[config.mk]
export PLATFORM = sky130hd
export DESIGN_NAME = cet_exposure_trigger
export DESIGN_NICKNAME = d
export VERILOG_FILES = /design/src/logic/cet_pkg.sv /design/src/logic/cet_apb_regs.sv /design/src/logic/cet_down_counter.sv /design/src/logic/cet_exposure_trigger.sv
export SDC_FILE = /design/constraint.sdc
export NUM_CORES = 1
export LEC_CHECK = 0
export ABC_CLOCK_PERIOD_IN_PS = 4400
export BUFFER_PORTS_ARGS = -buffer_cell sky130_fd_sc_hd__buf_2
export CAP_MARGIN = 30
export CORE_MARGIN = 10
export CORE_UTILIZATION = 60
export CTS_CLUSTER_DIAMETER = 50
export DETAILED_ROUTE_END_ITERATION = 10
export PLACE_DENSITY = 0.79
export SKIP_CTS_REPAIR_TIMING = 1
export SYNTH_ARGS = -nofsm -noshare
export SYNTH_HDL_FRONTEND = slang
export SYNTH_SLANG_ARGS = --single-unit
[constraint.sdc]
create_clock -name pclk -period 4.4 [get_ports pclk]
set_input_delay 0.22 -clock pclk [delete_from_list [all_inputs] [get_ports pclk]]
set_output_delay 0.22 -clock pclk [all_outputs]
set_load 0.02 [all_outputs]
[src/logic/cet_pkg.sv]
// constants and types for the camera exposure trigger block
package cet_pkg;
  localparam logic [7:0] CET_OFF_CTRL     = 8'h00;
  localparam logic [7:0] CET_OFF_EXPOSURE = 8'h04;
  localparam logic [7:0] CET_OFF_READOUT  = 8'h08;
  localparam logic [7:0] CET_OFF_PERIOD   = 8'h0C;
  localparam logic [7:0] CET_OFF_COMMAND  = 8'h10;
  localparam logic [7:0] CET_OFF_STATUS   = 8'h14;
  localparam logic [7:0] CET_OFF_COUNT    = 8'h18;
  // control fields
  localparam int CET_CTRL_MODE_LSB = 0;
  localparam int CET_CTRL_MODE_W   = 3;
  localparam int CET_CTRL_SEC_SYNC = 3;
  localparam int CET_CTRL_COOL_EN  = 4;
  localparam int CET_CTRL_ENABLE   = 5;
  localparam int CET_CTRL_W        = 6;
  localparam logic [CET_CTRL_W-1:0] CET_CTRL_RESET = 6'h00;
  localparam logic [31:0] CET_EXPOSURE_RESET = 32'h0000_03E8;
  localparam logic [31:0] CET_READOUT_RESET  = 32'h0000_07D0;
  localparam logic [31:0] CET_PERIOD_RESET   = 32'h0000_2710;
  // exposure lamp held on at least this long so a short integration is visible
  localparam int CET_CLK_MHZ       = 100;
  localparam int CET_LAMP_MIN_US   = 10;
  localparam int CET_LAMP_MIN_CYC  = CET_LAMP_MIN_US * CET_CLK_MHZ;
  localparam int CET_LAMP_W        = 16;
  typedef enum logic [2:0] {
    CET_MODE_CONTINUAL  = 3'h0,
    CET_MODE_EDGE_RISE  = 3'h1,
    CET_MODE_EDGE_FALL  = 3'h2,
    CET_MODE_PULSE_HIGH = 3'h3,
    CET_MODE_PULSE_LOW  = 3'h4,
    CET_MODE_SOFTWARE   = 3'h5
  } cet_mode_t;
endpackage

[src/logic/cet_apb_regs.sv]
// apb slave holding the exposure trigger control registers
`timescale 1ns/1ps
module cet_apb_regs
  import cet_pkg::*;
(
  input  wire logic                  pclk,
  input  wire logic                  presetn,
  input  wire logic                  psel,
  input  wire logic                  penable,
  input  wire logic                  pwrite,
  input  wire logic [7:0]            paddr,
  input  wire logic [31:0]           pwdata,
  output logic      [31:0]           prdata,
  output logic                       pready,
  output logic                       pslverr,
  input  wire logic [7:0]            status_in,
  input  wire logic [31:0]           count_in,
  output logic      [CET_CTRL_W-1:0] ctrl_reg,
  output logic      [31:0]           exposure_reg,
  output logic      [31:0]           readout_reg,
  output logic      [31:0]           period_reg,
  output logic                       sw_trig_reg
);
  logic [CET_CTRL_W-1:0] ctrl_next;
  logic [31:0]           exposure_next;
  logic [31:0]           readout_next;
  logic [31:0]           period_next;
  logic                  sw_trig_next;
  logic [31:0]           prdata_next;
  logic                  pslverr_next;
  logic                  access;

  assign access = psel && penable;
  assign pready = 1'b1;

  always_comb begin
    ctrl_next     = ctrl_reg;
    exposure_next = exposure_reg;
    readout_next  = readout_reg;
    period_next   = period_reg;
    sw_trig_next  = 1'b0;
    prdata_next   = 32'h0000_0000;
    pslverr_next  = 1'b0;
    if (psel && !penable) begin
      unique case (paddr)
        CET_OFF_CTRL:     prdata_next = {26'h000_0000, ctrl_reg};
        CET_OFF_EXPOSURE: prdata_next = exposure_reg;
        CET_OFF_READOUT:  prdata_next = readout_reg;
        CET_OFF_PERIOD:   prdata_next = period_reg;
        CET_OFF_COMMAND:  prdata_next = 32'h0000_0000;
        CET_OFF_STATUS:   prdata_next = {24'h00_0000, status_in};
        CET_OFF_COUNT:    prdata_next = count_in;
        default:          pslverr_next = 1'b1;
      endcase
    end
    if (access && pwrite) begin
      unique case (paddr)
        CET_OFF_CTRL:     ctrl_next = pwdata[CET_CTRL_W-1:0];
        CET_OFF_EXPOSURE: exposure_next = pwdata;
        CET_OFF_READOUT:  readout_next = pwdata;
        CET_OFF_PERIOD:   period_next = pwdata;
        CET_OFF_COMMAND:  sw_trig_next = pwdata[0];
        default:          ;
      endcase
    end
    if (access) begin
      prdata_next  = prdata;
      pslverr_next = pslverr;
    end
  end

  always_ff @(posedge pclk or negedge presetn) begin
    if (!presetn) begin
      ctrl_reg     <= CET_CTRL_RESET;
      exposure_reg <= CET_EXPOSURE_RESET;
      readout_reg  <= CET_READOUT_RESET;
      period_reg   <= CET_PERIOD_RESET;
      sw_trig_reg  <= 1'b0;
      prdata       <= 32'h0000_0000;
      pslverr      <= 1'b0;
    end else begin
      ctrl_reg     <= ctrl_next;
      exposure_reg <= exposure_next;
      readout_reg  <= readout_next;
      period_reg   <= period_next;
      sw_trig_reg  <= sw_trig_next;
      prdata       <= prdata_next;
      pslverr      <= pslverr_next;
    end
  end
endmodule

[src/logic/cet_down_counter.sv]
// loadable down counter with a busy flag, high while the count is not zero
`timescale 1ns/1ps
module cet_down_counter #(
  parameter int WIDTH = 32
) (
  input  wire logic             pclk,
  input  wire logic             presetn,
  input  wire logic             load,
  input  wire logic [WIDTH-1:0] load_value,
  output logic                  busy
);
  logic [WIDTH-1:0] count_reg;
  logic [WIDTH-1:0] count_next;

  always_comb begin
    count_next = count_reg;
    if (load) begin
      count_next = load_value;
    end else if (count_reg != '0) begin
      count_next = count_reg - 1'b1;
    end
  end

  always_ff @(posedge pclk or negedge presetn) begin
    if (!presetn) begin
      count_reg <= '0;
    end else begin
      count_reg <= count_next;
    end
  end

  assign busy = (count_reg != '0);
endmodule

[src/logic/cet_exposure_trigger.sv]
// exposure trigger, sync outputs and indicator lamps of the camera
//
// Decided for this implementation: the register addresses and the APB slave port.
`timescale 1ns/1ps
// How it works
// - in edge modes a rising or falling edge of the trigger starts a timed exposure.
// - in edge modes a new exposure may start while the previous frame is reading out.
// - in pulse-high mode integration lasts exactly as long as the trigger is high.
// - in pulse-low mode integration lasts exactly as long as the trigger is low.
// - in software mode a host command starts an internally timed exposure.
// - the power lamp is lit while the block is powered and switched on.
// - the exposure lamp flashes for each integration interval.
// - the cooling lamp lights only on cooled variants with cooling enabled.
// - the external trigger pin is active low and is inverted on entry for the edge modes; pulse modes read the raw pin level.
// - the readout sync output is high for the whole readout interval.
// - the secondary sync shows exposure or trigger mask as the host selects.
module cet_exposure_trigger
  import cet_pkg::*;
#(
  parameter bit COOLED = 1'b1
) (
  input  wire logic        pclk,
  input  wire logic        presetn,
  input  wire logic        psel,
  input  wire logic        penable,
  input  wire logic        pwrite,
  input  wire logic [7:0]  paddr,
  input  wire logic [31:0] pwdata,
  output logic      [31:0] prdata,
  output logic             pready,
  output logic             pslverr,
  input  wire logic        power_switch_on,
  input  wire logic        trigger_n,
  output logic             integrate_reg,
  output logic             readout_reg,
  output logic             sync_readout_reg,
  output logic             secondary_sync_out_reg,
  output logic             lamp_power_reg,
  output logic             lamp_exposure_reg,
  output logic             lamp_cooling_reg
);
  typedef enum logic [1:0] {
    CET_ST_IDLE,
    CET_ST_EXPOSE,
    CET_ST_READOUT
  } cet_state_t;

  logic [CET_CTRL_W-1:0] ctrl_reg;
  logic [31:0]           exposure_reg;
  logic [31:0]           readout_len_reg;
  logic [31:0]           period_reg;
  logic                  sw_trig_reg;
  cet_mode_t             mode;
  logic                  enable;

  cet_state_t            state_reg;
  cet_state_t            state_next;
  logic                  trig_reg;
  logic                  trig_next;
  logic                  trig_prev_reg;
  logic                  exp_load;
  logic                  exp_busy;
  logic                  rd_load;
  logic                  rd_busy;
  logic                  per_load;
  logic                  per_busy;
  logic                  reading_reg;
  logic                  reading_next;
  logic                  start;
  logic                  pulse_mode;
  logic                  pulse_level;
  logic                  can_accept;
  logic                  exp_end;
  logic [31:0]           count_reg;
  logic [31:0]           count_next;
  logic [CET_LAMP_W-1:0] lamp_cnt_reg;
  logic [CET_LAMP_W-1:0] lamp_cnt_next;
  logic [7:0]            status;
  logic                  edge_mode;
  logic                  accept_next;
  logic                  mask_next;
  logic                  integrate_next;
  logic                  readout_next;
  logic                  sync_readout_next;
  logic                  secondary_sync_out_next;
  logic                  lamp_power_next;
  logic                  lamp_exposure_next;
  logic                  lamp_cooling_next;

  assign mode   = cet_mode_t'(ctrl_reg[CET_CTRL_MODE_LSB +: CET_CTRL_MODE_W]);
  assign enable = ctrl_reg[CET_CTRL_ENABLE];
  assign trig_next = ~trigger_n;
  assign pulse_mode  = (mode == CET_MODE_PULSE_HIGH) || (mode == CET_MODE_PULSE_LOW);
  assign edge_mode   = (mode == CET_MODE_EDGE_RISE) || (mode == CET_MODE_EDGE_FALL);
  // raw pin level tells the pulse polarity
  assign pulse_level = (mode == CET_MODE_PULSE_HIGH) ? trigger_n : ~trigger_n;

  assign status = {3'h0, reading_reg, state_reg == CET_ST_EXPOSE, can_accept,
                   lamp_cooling_reg, lamp_power_reg};

  cet_apb_regs u_regs (
    .pclk         (pclk),
    .presetn      (presetn),
    .psel         (psel),
    .penable      (penable),
    .pwrite       (pwrite),
    .paddr        (paddr),
    .pwdata       (pwdata),
    .prdata       (prdata),
    .pready       (pready),
    .pslverr      (pslverr),
    .status_in    (status),
    .count_in     (count_reg),
    .ctrl_reg     (ctrl_reg),
    .exposure_reg (exposure_reg),
    .readout_reg  (readout_len_reg),
    .period_reg   (period_reg),
    .sw_trig_reg  (sw_trig_reg)
  );

  cet_down_counter #(.WIDTH(32)) u_exp_timer (
    .pclk       (pclk),
    .presetn    (presetn),
    .load       (exp_load),
    .load_value (exposure_reg),
    .busy       (exp_busy)
  );

  cet_down_counter #(.WIDTH(32)) u_rd_timer (
    .pclk       (pclk),
    .presetn    (presetn),
    .load       (rd_load),
    .load_value (readout_len_reg),
    .busy       (rd_busy)
  );

  cet_down_counter #(.WIDTH(32)) u_per_timer (
    .pclk       (pclk),
    .presetn    (presetn),
    .load       (per_load),
    .load_value (period_reg),
    .busy       (per_busy)
  );

  // edge modes may expose during readout; others wait for the sensor to be idle
  always_comb begin
    can_accept = enable && (state_reg == CET_ST_IDLE);
    if (mode == CET_MODE_EDGE_RISE || mode == CET_MODE_EDGE_FALL) begin
      can_accept = enable && (state_reg != CET_ST_EXPOSE);
    end
  end

  always_comb begin
    start = 1'b0;
    unique case (mode)
      CET_MODE_CONTINUAL:  start = !per_busy;
      CET_MODE_EDGE_RISE:  start = trig_reg && !trig_prev_reg;
      CET_MODE_EDGE_FALL:  start = !trig_reg && trig_prev_reg;
      CET_MODE_PULSE_HIGH: start = pulse_level;
      CET_MODE_PULSE_LOW:  start = pulse_level;
      CET_MODE_SOFTWARE:   start = sw_trig_reg;
      default:             start = 1'b0;
    endcase
    start = start && can_accept;
  end

  assign exp_end = pulse_mode ? !pulse_level : !exp_busy;

  always_comb begin
    state_next   = state_reg;
    exp_load     = 1'b0;
    rd_load      = 1'b0;
    per_load     = 1'b0;
    reading_next = reading_reg && rd_busy;
    count_next   = count_reg;
    if (start) begin
      state_next = CET_ST_EXPOSE;
      exp_load   = 1'b1;
      per_load   = (mode == CET_MODE_CONTINUAL);
      count_next = count_reg + 32'h0000_0001;
    end else if (state_reg == CET_ST_EXPOSE && exp_end) begin
      state_next   = CET_ST_READOUT;
      rd_load      = 1'b1;
      reading_next = 1'b1;
    end else if (state_reg == CET_ST_READOUT && !rd_busy) begin
      state_next = CET_ST_IDLE;
    end
    if (state_reg == CET_ST_EXPOSE && !enable) begin
      state_next = CET_ST_IDLE;
    end
  end

  // exposure lamp stretched so a short exposure still shows
  always_comb begin
    lamp_cnt_next = (lamp_cnt_reg != '0) ? lamp_cnt_reg - 1'b1 : lamp_cnt_reg;
    if (state_next == CET_ST_EXPOSE) begin
      lamp_cnt_next = CET_LAMP_W'(CET_LAMP_MIN_CYC);
    end
  end

  // acceptance as it will stand after this edge, shown as the trigger mask
  always_comb begin
    accept_next = enable && (state_next == CET_ST_IDLE);
    if (edge_mode) begin
      accept_next = enable && (state_next != CET_ST_EXPOSE);
    end
    mask_next = !accept_next;
  end

  // next values of everything on a pin
  always_comb begin
    integrate_next     = (state_next == CET_ST_EXPOSE);
    readout_next       = reading_next;
    sync_readout_next  = reading_next;
    if (ctrl_reg[CET_CTRL_SEC_SYNC]) begin
      secondary_sync_out_next = mask_next;
    end else begin
      secondary_sync_out_next = integrate_next;
    end
    lamp_power_next    = power_switch_on;
    lamp_exposure_next = integrate_next || (lamp_cnt_next != '0);
    lamp_cooling_next  = COOLED && ctrl_reg[CET_CTRL_COOL_EN];
  end

  // trigger pin sampling and its edge history
  always_ff @(posedge pclk or negedge presetn) begin
    if (!presetn) begin
      trig_reg      <= 1'b0;
      trig_prev_reg <= 1'b0;
    end else begin
      trig_reg      <= trig_next;
      trig_prev_reg <= trig_reg;
    end
  end

  // sequencing state and exposure count
  always_ff @(posedge pclk or negedge presetn) begin
    if (!presetn) begin
      state_reg   <= CET_ST_IDLE;
      reading_reg <= 1'b0;
      count_reg   <= 32'h0000_0000;
    end else begin
      state_reg   <= state_next;
      reading_reg <= reading_next;
      count_reg   <= count_next;
    end
  end

  // exposure lamp stretch counter
  always_ff @(posedge pclk or negedge presetn) begin
    if (!presetn) begin
      lamp_cnt_reg <= '0;
    end else begin
      lamp_cnt_reg <= lamp_cnt_next;
    end
  end

  // pin outputs, all registered
  always_ff @(posedge pclk or negedge presetn) begin
    if (!presetn) begin
      integrate_reg          <= 1'b0;
      readout_reg            <= 1'b0;
      sync_readout_reg       <= 1'b0;
      secondary_sync_out_reg <= 1'b0;
      lamp_power_reg         <= 1'b0;
      lamp_exposure_reg      <= 1'b0;
      lamp_cooling_reg       <= 1'b0;
    end else begin
      integrate_reg          <= integrate_next;
      readout_reg            <= readout_next;
      sync_readout_reg       <= sync_readout_next;
      secondary_sync_out_reg <= secondary_sync_out_next;
      lamp_power_reg         <= lamp_power_next;
      lamp_exposure_reg      <= lamp_exposure_next;
      lamp_cooling_reg       <= lamp_cooling_next;
    end
  end
endmodule

==> out/summary.txt, run 1 <==
Final ANT Viol Nets -> 0
overall routing resource usage -> 24.9%
height of the die -> 173 um
source of the worst hold timing path -> pwdata[13]
die boundary width -> 173 um
Clock Tree Buf Depth -> 3
worst clock skew -> 0.0166 ns
post-route DRC violation count -> 0
clock latency of the later-clocked register in the worst-skew pair -> 0.51 ns
f_max -> 0.281 GHz
setup TNS -> 0 ns
required time at the endpoint of the critical path -> 4.79 ns
Core Rows -> 56
biggest area consumer among synthesized cells -> sky130_fd_sc_hd__dfrtp_1
headroom to the max-slew limit -> 38.7%
actual transition at the worst max-transition pin -> 0.918 ns
number of cells traversed by the worst register-to-register path -> 7
reported leakage power -> 6.76 nW
fraction of the cycle the final worst path needs -> 80.8%
total grt overflow -> 0
sink of the worst hold path -> u_regs.exposure_reg[13]
routability-driven placement congestion ratio -> 0.924
critical path class -> reg -> reg
violations in the final reports -> negative hold slack
post-route worst hold slack -> -0.00606 ns
setup repair after global routing missed its margin -> false
Final Hold Violating Endpoints -> 2
clock net sink count -> 290
die footprint -> 0.0301 mm^2
reg-to-reg critical path endpoint -> count_reg[18]
combined area of the multi-input logic cells -> 0.00649 mm^2
number of buffers created by CTS -> 34
total power draw -> 6.57 mW
pins over their slew limit -> 0
Critical Path AT -> 3.95 ns
crit end category -> register
Max-Cap Viols -> 0
number of library cell types mapped by synthesis -> 61
vias per std cell -> 6.28
starting density of the core -> 60.6%
Synth-to-Final Area Change -> 14.3%
power density normalized to cell area -> 406 mW/mm^2
netlist area before placement -> 0.0141 mm^2
register bit total from synthesis -> 290
cell types with the largest area share after synthesis -> sky130_fd_sc_hd__dfrtp_1 (48%), sky130_fd_sc_hd__mux2_2 (8.4%), sky130_fd_sc_hd__xnor2_1 (4.9%)
core area -> 0.0233 mm^2
Avg Cell Area, Syn -> 10.6 um^2
highest net fanout along the worst path -> 38
outcome -> complete, but fails checks
footprint of the flip-flops and latches -> 0.00728 mm^2
most frequent cells after synthesis -> sky130_fd_sc_hd__dfrtp_1 (273), sky130_fd_sc_hd__nand2_1 (145), sky130_fd_sc_hd__mux2_2 (106)
EDFF count, synth -> 0
initial antenna violation count -> 0
HPWL reported at the end of detailed placement -> 26.3 mm
via count of the first global-routing pass -> 11100
via total after detailed routing -> 11000
CTS H-tree lvls -> 2
Final setup viols -> 0
share of flip-flops with an asynchronous set or reset -> 100%
total wire length after detailed routing -> 38.1 mm
num ports -> 88
Worst setup SP type -> register
shortest period the worst path allows -> 3.56 ns
VDD IR max -> 246 uV
number of cells produced by synthesis -> 1328
total of fill cells in the finished design -> 1692
Hold WC Path Type -> in -> reg
number of DRC markers after the initial detailed-route iteration -> 1185
CTS tree -> done
maximum number of pins on one net before global-route repair -> 123
routed length per placed instance -> 21.7 um
root buffer cell -> sky130_fd_sc_hd__clkbuf_16
most used flip-flop cell after synthesis -> sky130_fd_sc_hd__dfrtp_1
port bufs -> 86
synthesized net count -> 1384
Synth Warn # -> 0
clock-pin slew reported for the worst setup and hold paths after clock tree synthesis -> 0.06 ns
layout cells sized above 1 -> 21.5%
most frequent cell after synthesis -> sky130_fd_sc_hd__dfrtp_1
portion of synthesized cell area occupied by the leading cell type -> 48.3%
worst setup slack for register-to-register paths -> 0.84 ns
total iterations of the first detailed-routing run -> 8
wire length of the first global-routing pass -> 60.9 mm
Hold Crit Depth -> 2
number of nets in the finished design -> 1469
Antenna Cells -> 0
fraction of the yosys area taken by sequential cells -> 51.5%
worst reg2reg startpoint -> u_per_timer.count_reg[9]
core utilization of the finished layout -> 69.2%
routing by layer:
| layer | up-vias | track usage, % | part of all wire [%] | wire, um |
|---|---|---|---|---|
| met3 | 95 | 5.36 | 7.9 | 3020 |
| met5 | - | 0 | 0 | 0 |
| met1 | 5466 | 32.6 | 41 | 15700 |
| met4 | 0 | 10.1 | 3.8 | 1450 |
| li1 | 5010 | - | - | - |
| met2 | 463 | 39.6 | 47 | 18000 |
critical path, stage by stage (launching register included):
cell and delay, ns:
sky130_fd_sc_hd__dfrtp_1 0.40, sky130_fd_sc_hd__nor4_2 0.56, sky130_fd_sc_hd__nand4b_2 0.37, sky130_fd_sc_hd__nor4_4 0.70
sky130_fd_sc_hd__o21bai_4 0.49, sky130_fd_sc_hd__and2_1 0.54, sky130_fd_sc_hd__nand4_1 0.20, sky130_fd_sc_hd__xnor2_1 0.18
per-stage QoR:
stage / worst slack, ns / std cells / hold slack (ns) / area (um^2)
2_1_floorplan: 1.72 / 1328 / -0.0756 / 14100
3_3_place_gp: 1.04 / 1678 / 0.185 / 14900
3_5_place_dp: 0.944 / 1678 / 0.189 / 14900
4_1_cts: 0.919 / 1738 / -0.339 / 16000
5_1_grt: 0.670 / 1756 / 0.00232 / 16200
6_report: 0.843 / 1756 / -0.00606 / 16200
power by group:
part | switching, mW | internal (mW) | total (mW) | leakage, nW
clock network | 1.12 | 1.68 | 2.80 | 0.548
logic | 0.354 | 0.274 | 0.628 | 2.59
registers | 0.259 | 2.88 | 3.14 | 3.62
layout make-up:
cell class / count / area share (%)
timing repair buffer: 126 / 5.10
sequential: 290 / 45.0
inverter: 15 / 0.348
clock buffer: 43 / 5.73
clock inverter: 17 / 1.12
multi-input combinational: 946 / 40.2
tap: 319 / 2.47
layout by cell type (no fill, tap or decap), types with 7 or more instances in the layout:
| master | Yosys | routed |
|---|---|---|
| sky130_fd_sc_hd__clkinv_2 | 0 | 8 |
| sky130_fd_sc_hd__a211oi_1 | 11 | 11 |
| sky130_fd_sc_hd__nand2_1 | 145 | 145 |
| sky130_fd_sc_hd__inv_1 | 15 | 15 |
| sky130_fd_sc_hd__a31oi_1 | 8 | 8 |
| sky130_fd_sc_hd__nand3_1 | 35 | 35 |
| sky130_fd_sc_hd__dfrtp_1 | 273 | 273 |
| sky130_fd_sc_hd__ha_1 | 9 | 9 |
| sky130_fd_sc_hd__dfstp_2 | 17 | 17 |
| sky130_fd_sc_hd__a22oi_1 | 14 | 14 |
| sky130_fd_sc_hd__nand2b_1 | 14 | 14 |
| sky130_fd_sc_hd__nand3b_1 | 11 | 11 |
| sky130_fd_sc_hd__nor4_1 | 44 | 43 |
| sky130_fd_sc_hd__and3_1 | 15 | 15 |
| sky130_fd_sc_hd__a21oi_1 | 28 | 28 |
| sky130_fd_sc_hd__buf_2 | 24 | 85 |
| sky130_fd_sc_hd__nor2_1 | 56 | 56 |
| sky130_fd_sc_hd__o31ai_1 | 26 | 26 |
| sky130_fd_sc_hd__a22o_1 | 33 | 33 |
| sky130_fd_sc_hd__o21ai_0 | 83 | 83 |
| sky130_fd_sc_hd__or3_1 | 17 | 17 |
| sky130_fd_sc_hd__nor3_1 | 50 | 47 |
| sky130_fd_sc_hd__a21o_1 | 7 | 7 |
| sky130_fd_sc_hd__a221oi_1 | 27 | 27 |
| sky130_fd_sc_hd__buf_4 | 3 | 19 |
| sky130_fd_sc_hd__and2_1 | 7 | 7 |
| sky130_fd_sc_hd__clkbuf_16 | 0 | 35 |
| sky130_fd_sc_hd__xor2_1 | 34 | 34 |
| sky130_fd_sc_hd__xnor2_1 | 79 | 79 |
| sky130_fd_sc_hd__or2_2 | 7 | 7 |
| sky130_fd_sc_hd__nand4_1 | 15 | 15 |
| sky130_fd_sc_hd__mux2_2 | 106 | 106 |
| sky130_fd_sc_hd__dlygate4sd3_1 | 0 | 18 |
| sky130_fd_sc_hd__or4_1 | 13 | 13 |
logic make-up (layout without fill, tap and decap cells):
logic type	Yosys count	count (layout)	share of synthesized area, %
other	1	1	0.0265
xor gates and xnor gates	113	113	7.00
AOI/OAI and AO/OA	250	250	12.0
buffers and inverters	92	201	2.74
muxes	110	110	8.73
and+or+nand+nor	463	463	17.2
DFF	290	290	51.5
adders and majority gates	9	9	0.797
worst max-delay path by stage:
stage / from / end / slack, ns / depth (start not counted)
after CTS: u_per_timer.count_reg[5] / count_reg[18] / 0.92 / 7
after detailed placement: u_per_timer.count_reg[5] / count_reg[18] / 0.94 / 7
after global routing: u_per_timer.count_reg[5] / count_reg[12] / 0.67 / 7
after floorplan: u_rd_timer.count_reg[20] / secondary_sync_out_reg / 1.72 / 7
after global placement: u_per_timer.count_reg[5] / count_reg[22] / 1.04 / 7
final: u_per_timer.count_reg[9] / count_reg[18] / 0.84 / 7
Power figures use the tool's default switching activity.
==> run 2, diff against run 1 <==
ABC_AREA = 1   (was default)
ABC_CLOCK_PERIOD_IN_PS = 3050   (was 4400)
CORE_UTILIZATION = 56   (was 60)
PLACE_DENSITY = 0.77   (was 0.79)
clock period = 3.05 ns   (was 4.4 ns; I/O delays follow)
==> run 2 against run 1 <==
The run still ends with negative hold slack left. Fmax is 33% higher. Critical path type unchanged. Global-route usage is 2.9 points higher. First-iteration DRC count is 19% higher. Area after synthesis is 7.1% higher. Hold slack worse by 0.023 ns.
==> out/summary.txt, run 2 <==
wire length of the first global-routing pass -> 74.3 mm (+22%)
headroom to the max-slew limit -> 53.8% (+15 points)
starting density of the core -> 56.5% (-4.1 points)
Top Metal Used -> met4
Hold WC Path Type -> in -> reg
fraction of the cycle the final worst path needs -> 87.5% (+6.7 points)
Max-Cap Viols -> 0 (unchanged)
layout cells sized above 1 -> 11.8% (-9.7 points)
worst clock skew -> 0.0232 ns (+0.00668 ns)
clock-pin slew reported for the worst setup and hold paths after clock tree synthesis -> 0.06 ns (about the same)
number of DRC markers after the initial detailed-route iteration -> 1415 (+19%)
reported leakage power -> 8.08 nW (+20%)
highest-count cells in the layout ignoring fill and taps -> sky130_fd_sc_hd__nand2_1 (411), sky130_fd_sc_hd__dfrtp_1 (273), sky130_fd_sc_hd__inv_1 (221), sky130_fd_sc_hd__nor2_1 (221), sky130_fd_sc_hd__o21ai_0 (193)
Final setup viols -> 0 (unchanged)
number of nets in the finished design -> 2055 (+40%)
netlist area before placement -> 0.0151 mm^2 (+7.1%)
Final Hold Violating Endpoints -> 6 (+4)
core area -> 0.0268 mm^2 (+15%)
overall routing resource usage -> 27.8% (+2.9 points)
most frequent cells after synthesis -> sky130_fd_sc_hd__nand2_1 (414), sky130_fd_sc_hd__dfrtp_1 (273), sky130_fd_sc_hd__inv_1 (221), sky130_fd_sc_hd__nor2_1 (221), sky130_fd_sc_hd__o21ai_0 (193)
Avg Cell Area, Syn -> 8.03 um^2 (-25%)
EDFF count, synth -> 0 (unchanged)
port bufs -> 86 (unchanged)
post-route DRC violation count -> 0 (unchanged)
CP bufs+invs -> 5 (+5)
number of cells produced by synthesis -> 1884 (+42%)
routability-driven placement congestion ratio -> 1.01 (+8.7%)
Met3 Wirelength -> 3.31 mm (+9.8%)
series of cell instances along the critical path -> inv_1 > ha_1 > inv_1 > nor2_1 > nand2_1 > nor2_1 > nand2_1 > nor2_2 > nand2_1 > nand2_1 > nand2_4 > inv_4 > buf_4 > nor2_8 > inv_2 > o21ai_0
maximum number of pins on one net before global-route repair -> 92 (-25%)
via count of the first global-routing pass -> 13100 (+18%)
power density normalized to cell area -> 487 mW/mm^2 (+20%)
total grt overflow -> 0 (unchanged)
maximum cell stage delay along the critical path -> 0.39 ns (-0.31 ns)
shortest period the worst path allows -> 2.67 ns (-0.888 ns)
Post-Place Cells -> 2274 (+36%)
HPWL reported at the end of detailed placement -> 34.7 mm (+32%)
initial antenna violation count -> 1 (+1)
Clock Tree Buf Depth -> 3 (unchanged)
Critical Path Slowest Stage Cell -> sky130_fd_sc_hd__dfrtp_1
most frequent cell after synthesis -> sky130_fd_sc_hd__nand2_1
portion of synthesized cell area occupied by the leading cell type -> 45.1% (-3.2 points)
die boundary width -> 184 um (+6.3%)
outcome -> complete, but fails checks
die footprint -> 0.0340 mm^2 (+13%)
clock latency of the later-clocked register in the worst-skew pair -> 0.53 ns (+0.02 ns)
number of library cell types mapped by synthesis -> 58 (-4.9%)
register bit total from synthesis -> 290 (unchanged)
Worst setup SP type -> register
height of the die -> 184 um (+6.3%)
Synth Warn # -> 0 (unchanged)
Synth-to-Final Area Change -> 15.0%
crit-path leading delay family -> simple AND/OR/NAND/NOR gates
vias per std cell -> 5.75 (-8.4%)
biggest area consumer among synthesized cells -> sky130_fd_sc_hd__dfrtp_1
actual transition at the worst max-transition pin -> 0.687 ns (-0.231 ns)
total wire length after detailed routing -> 47.4 mm (+24%)
Critical Path AT -> 3.05 ns (-0.90 ns)
number of buffers created by CTS -> 37 (+8.8%)
clock net sink count -> 290 (unchanged)
via total after detailed routing -> 13600 (+24%)
wire length on met1 -> 20.9 mm (+33%)
setup TNS -> 0 ns (unchanged)
required time at the endpoint of the critical path -> 3.43 ns (-1.36 ns)
crit end category -> register
post-route worst hold slack -> -0.0290 ns (-0.0229 ns)
VDD IR max -> 589 uV (+140%)
Core Rows -> 60 (+7.1%)
num ports -> 88 (unchanged)
metal2 WL -> 21.2 mm (+18%)
critical path class -> reg -> reg
routed length per placed instance -> 20.0 um (-7.9%)
synthesized net count -> 1940 (+40%)
share of flip-flops with an asynchronous set or reset -> 100% (unchanged)
leading cell type in the layout, fill and taps excluded -> sky130_fd_sc_hd__nand2_1
dpl ws -> 0.476 ns (-0.468 ns)
root buffer cell -> sky130_fd_sc_hd__clkbuf_16
cell repeated most along the worst path -> sky130_fd_sc_hd__nand2_1
f_max -> 0.375 GHz (+33%)
violations in the final reports -> negative hold slack
least setup slack across all paths after layout -> 0.381 ns (-0.462 ns)
Non-Filler Instances -> 2370 (+35%)
pins over their slew limit -> 0 (unchanged)
CTS tree -> done
total power draw -> 8.47 mW (+29%)
Final ANT Viol Nets -> 0 (unchanged)
highest net fanout along the worst path -> 19 (-50%)
fraction of the yosys area taken by sequential cells -> 48.1% (-3.4 points)
most used flip-flop cell after synthesis -> sky130_fd_sc_hd__dfrtp_1
cell types with the largest area share after synthesis -> sky130_fd_sc_hd__dfrtp_1 (45%), sky130_fd_sc_hd__nand2_1 (10%), sky130_fd_sc_hd__o21ai_0 (6.4%)
setup repair after global routing missed its margin -> false
CTS H-tree lvls -> 2 (unchanged)
total iterations of the first detailed-routing run -> 6 (-2)
run 2: cell families (layout without fill, tap and decap cells):
kind of cell / count (synthesis) / after routing / synth area share [%]
simple gates: 854 / 854 / 24.3
compound gates: 333 / 333 / 13.1
buf+inv: 293 / 437 / 7.78
flops: 290 / 290 / 48.1
xor+xnor: 104 / 104 / 6.02
fa+ha+maj: 9 / 9 / 0.744
other cells: 1 / 2 / 0.0248
run 2: power by group:
part           total [mW]  leakage (nW)  internal, mW  switching (mW)
sequential           3.90          3.61          3.88          0.0229
clock                4.32         0.579          2.57            1.74
combinational       0.259          3.89        0.0751           0.184
run 2: area by class of cell:
type / count / area (um^2)
fillers: 2267 / 9390
flip-flops and latches: 290 / 7280
multi-input cells: 1301 / 6690
clock buffers: 53 / 1040
repair buffers: 142 / 966
inverters: 227 / 855
well taps: 341 / 427
clock inverters: 15 / 156
diodes: 1 / 2.50
run 2: path summary, 6_finish.rpt:
path,startpoint,to,slack [ns],depth (start not counted)
worst min-delay path,pwdata[10],u_regs.readout_reg[10],-0.03,3
min in group asynchronous,presetn,u_rd_timer.count_reg[8],0.17,2
worst max-delay path,u_per_timer.count_reg[0],u_exp_timer.count_reg[31],0.38,16
worst max register to register,u_per_timer.count_reg[0],u_exp_timer.count_reg[31],0.38,16
max in group asynchronous,presetn,u_regs.period_reg[10],1.92,3
worst min register to register,trig_reg,trig_prev_reg,0.37,0
run 2: worst reg2reg max path: stages (launching register included):
cell and delay [ns]:
sky130_fd_sc_hd__dfrtp_1 0.39, sky130_fd_sc_hd__inv_1 0.16, sky130_fd_sc_hd__ha_1 0.22, sky130_fd_sc_hd__inv_1 0.05
sky130_fd_sc_hd__nor2_1 0.09, sky130_fd_sc_hd__nand2_1 0.05, sky130_fd_sc_hd__nor2_1 0.09, sky130_fd_sc_hd__nand2_1 0.07
sky130_fd_sc_hd__nor2_2 0.12, sky130_fd_sc_hd__nand2_1 0.07, sky130_fd_sc_hd__nand2_1 0.11, sky130_fd_sc_hd__nand2_4 0.17
sky130_fd_sc_hd__inv_4 0.11, sky130_fd_sc_hd__buf_4 0.29, sky130_fd_sc_hd__nor2_8 0.13, sky130_fd_sc_hd__inv_2 0.25
sky130_fd_sc_hd__o21ai_0 0.15
run 2: per-layer routing:
metal	vias to the layer above	global-route usage (%)
met2	592	43.0
met1	6552	38.6
met3	111	3.86
li1	6382	-
met5	-	0
met4	0	11.6
run 2: through the flow:
| step | hold WS (ns) | instance area (um^2) | utilization (%) |
|---|---|---|---|
| floorplan | -0.143 | 15100 | - |
| global placement | 0.147 | 15900 | 59.4 |
| detailed placement | 0.145 | 15900 | 59.5 |
| CTS | -0.391 | 17100 | 63.9 |
| global route | 0.0000112 | 17400 | 65.0 |
| finish | -0.0290 | 17400 | 65.0 |
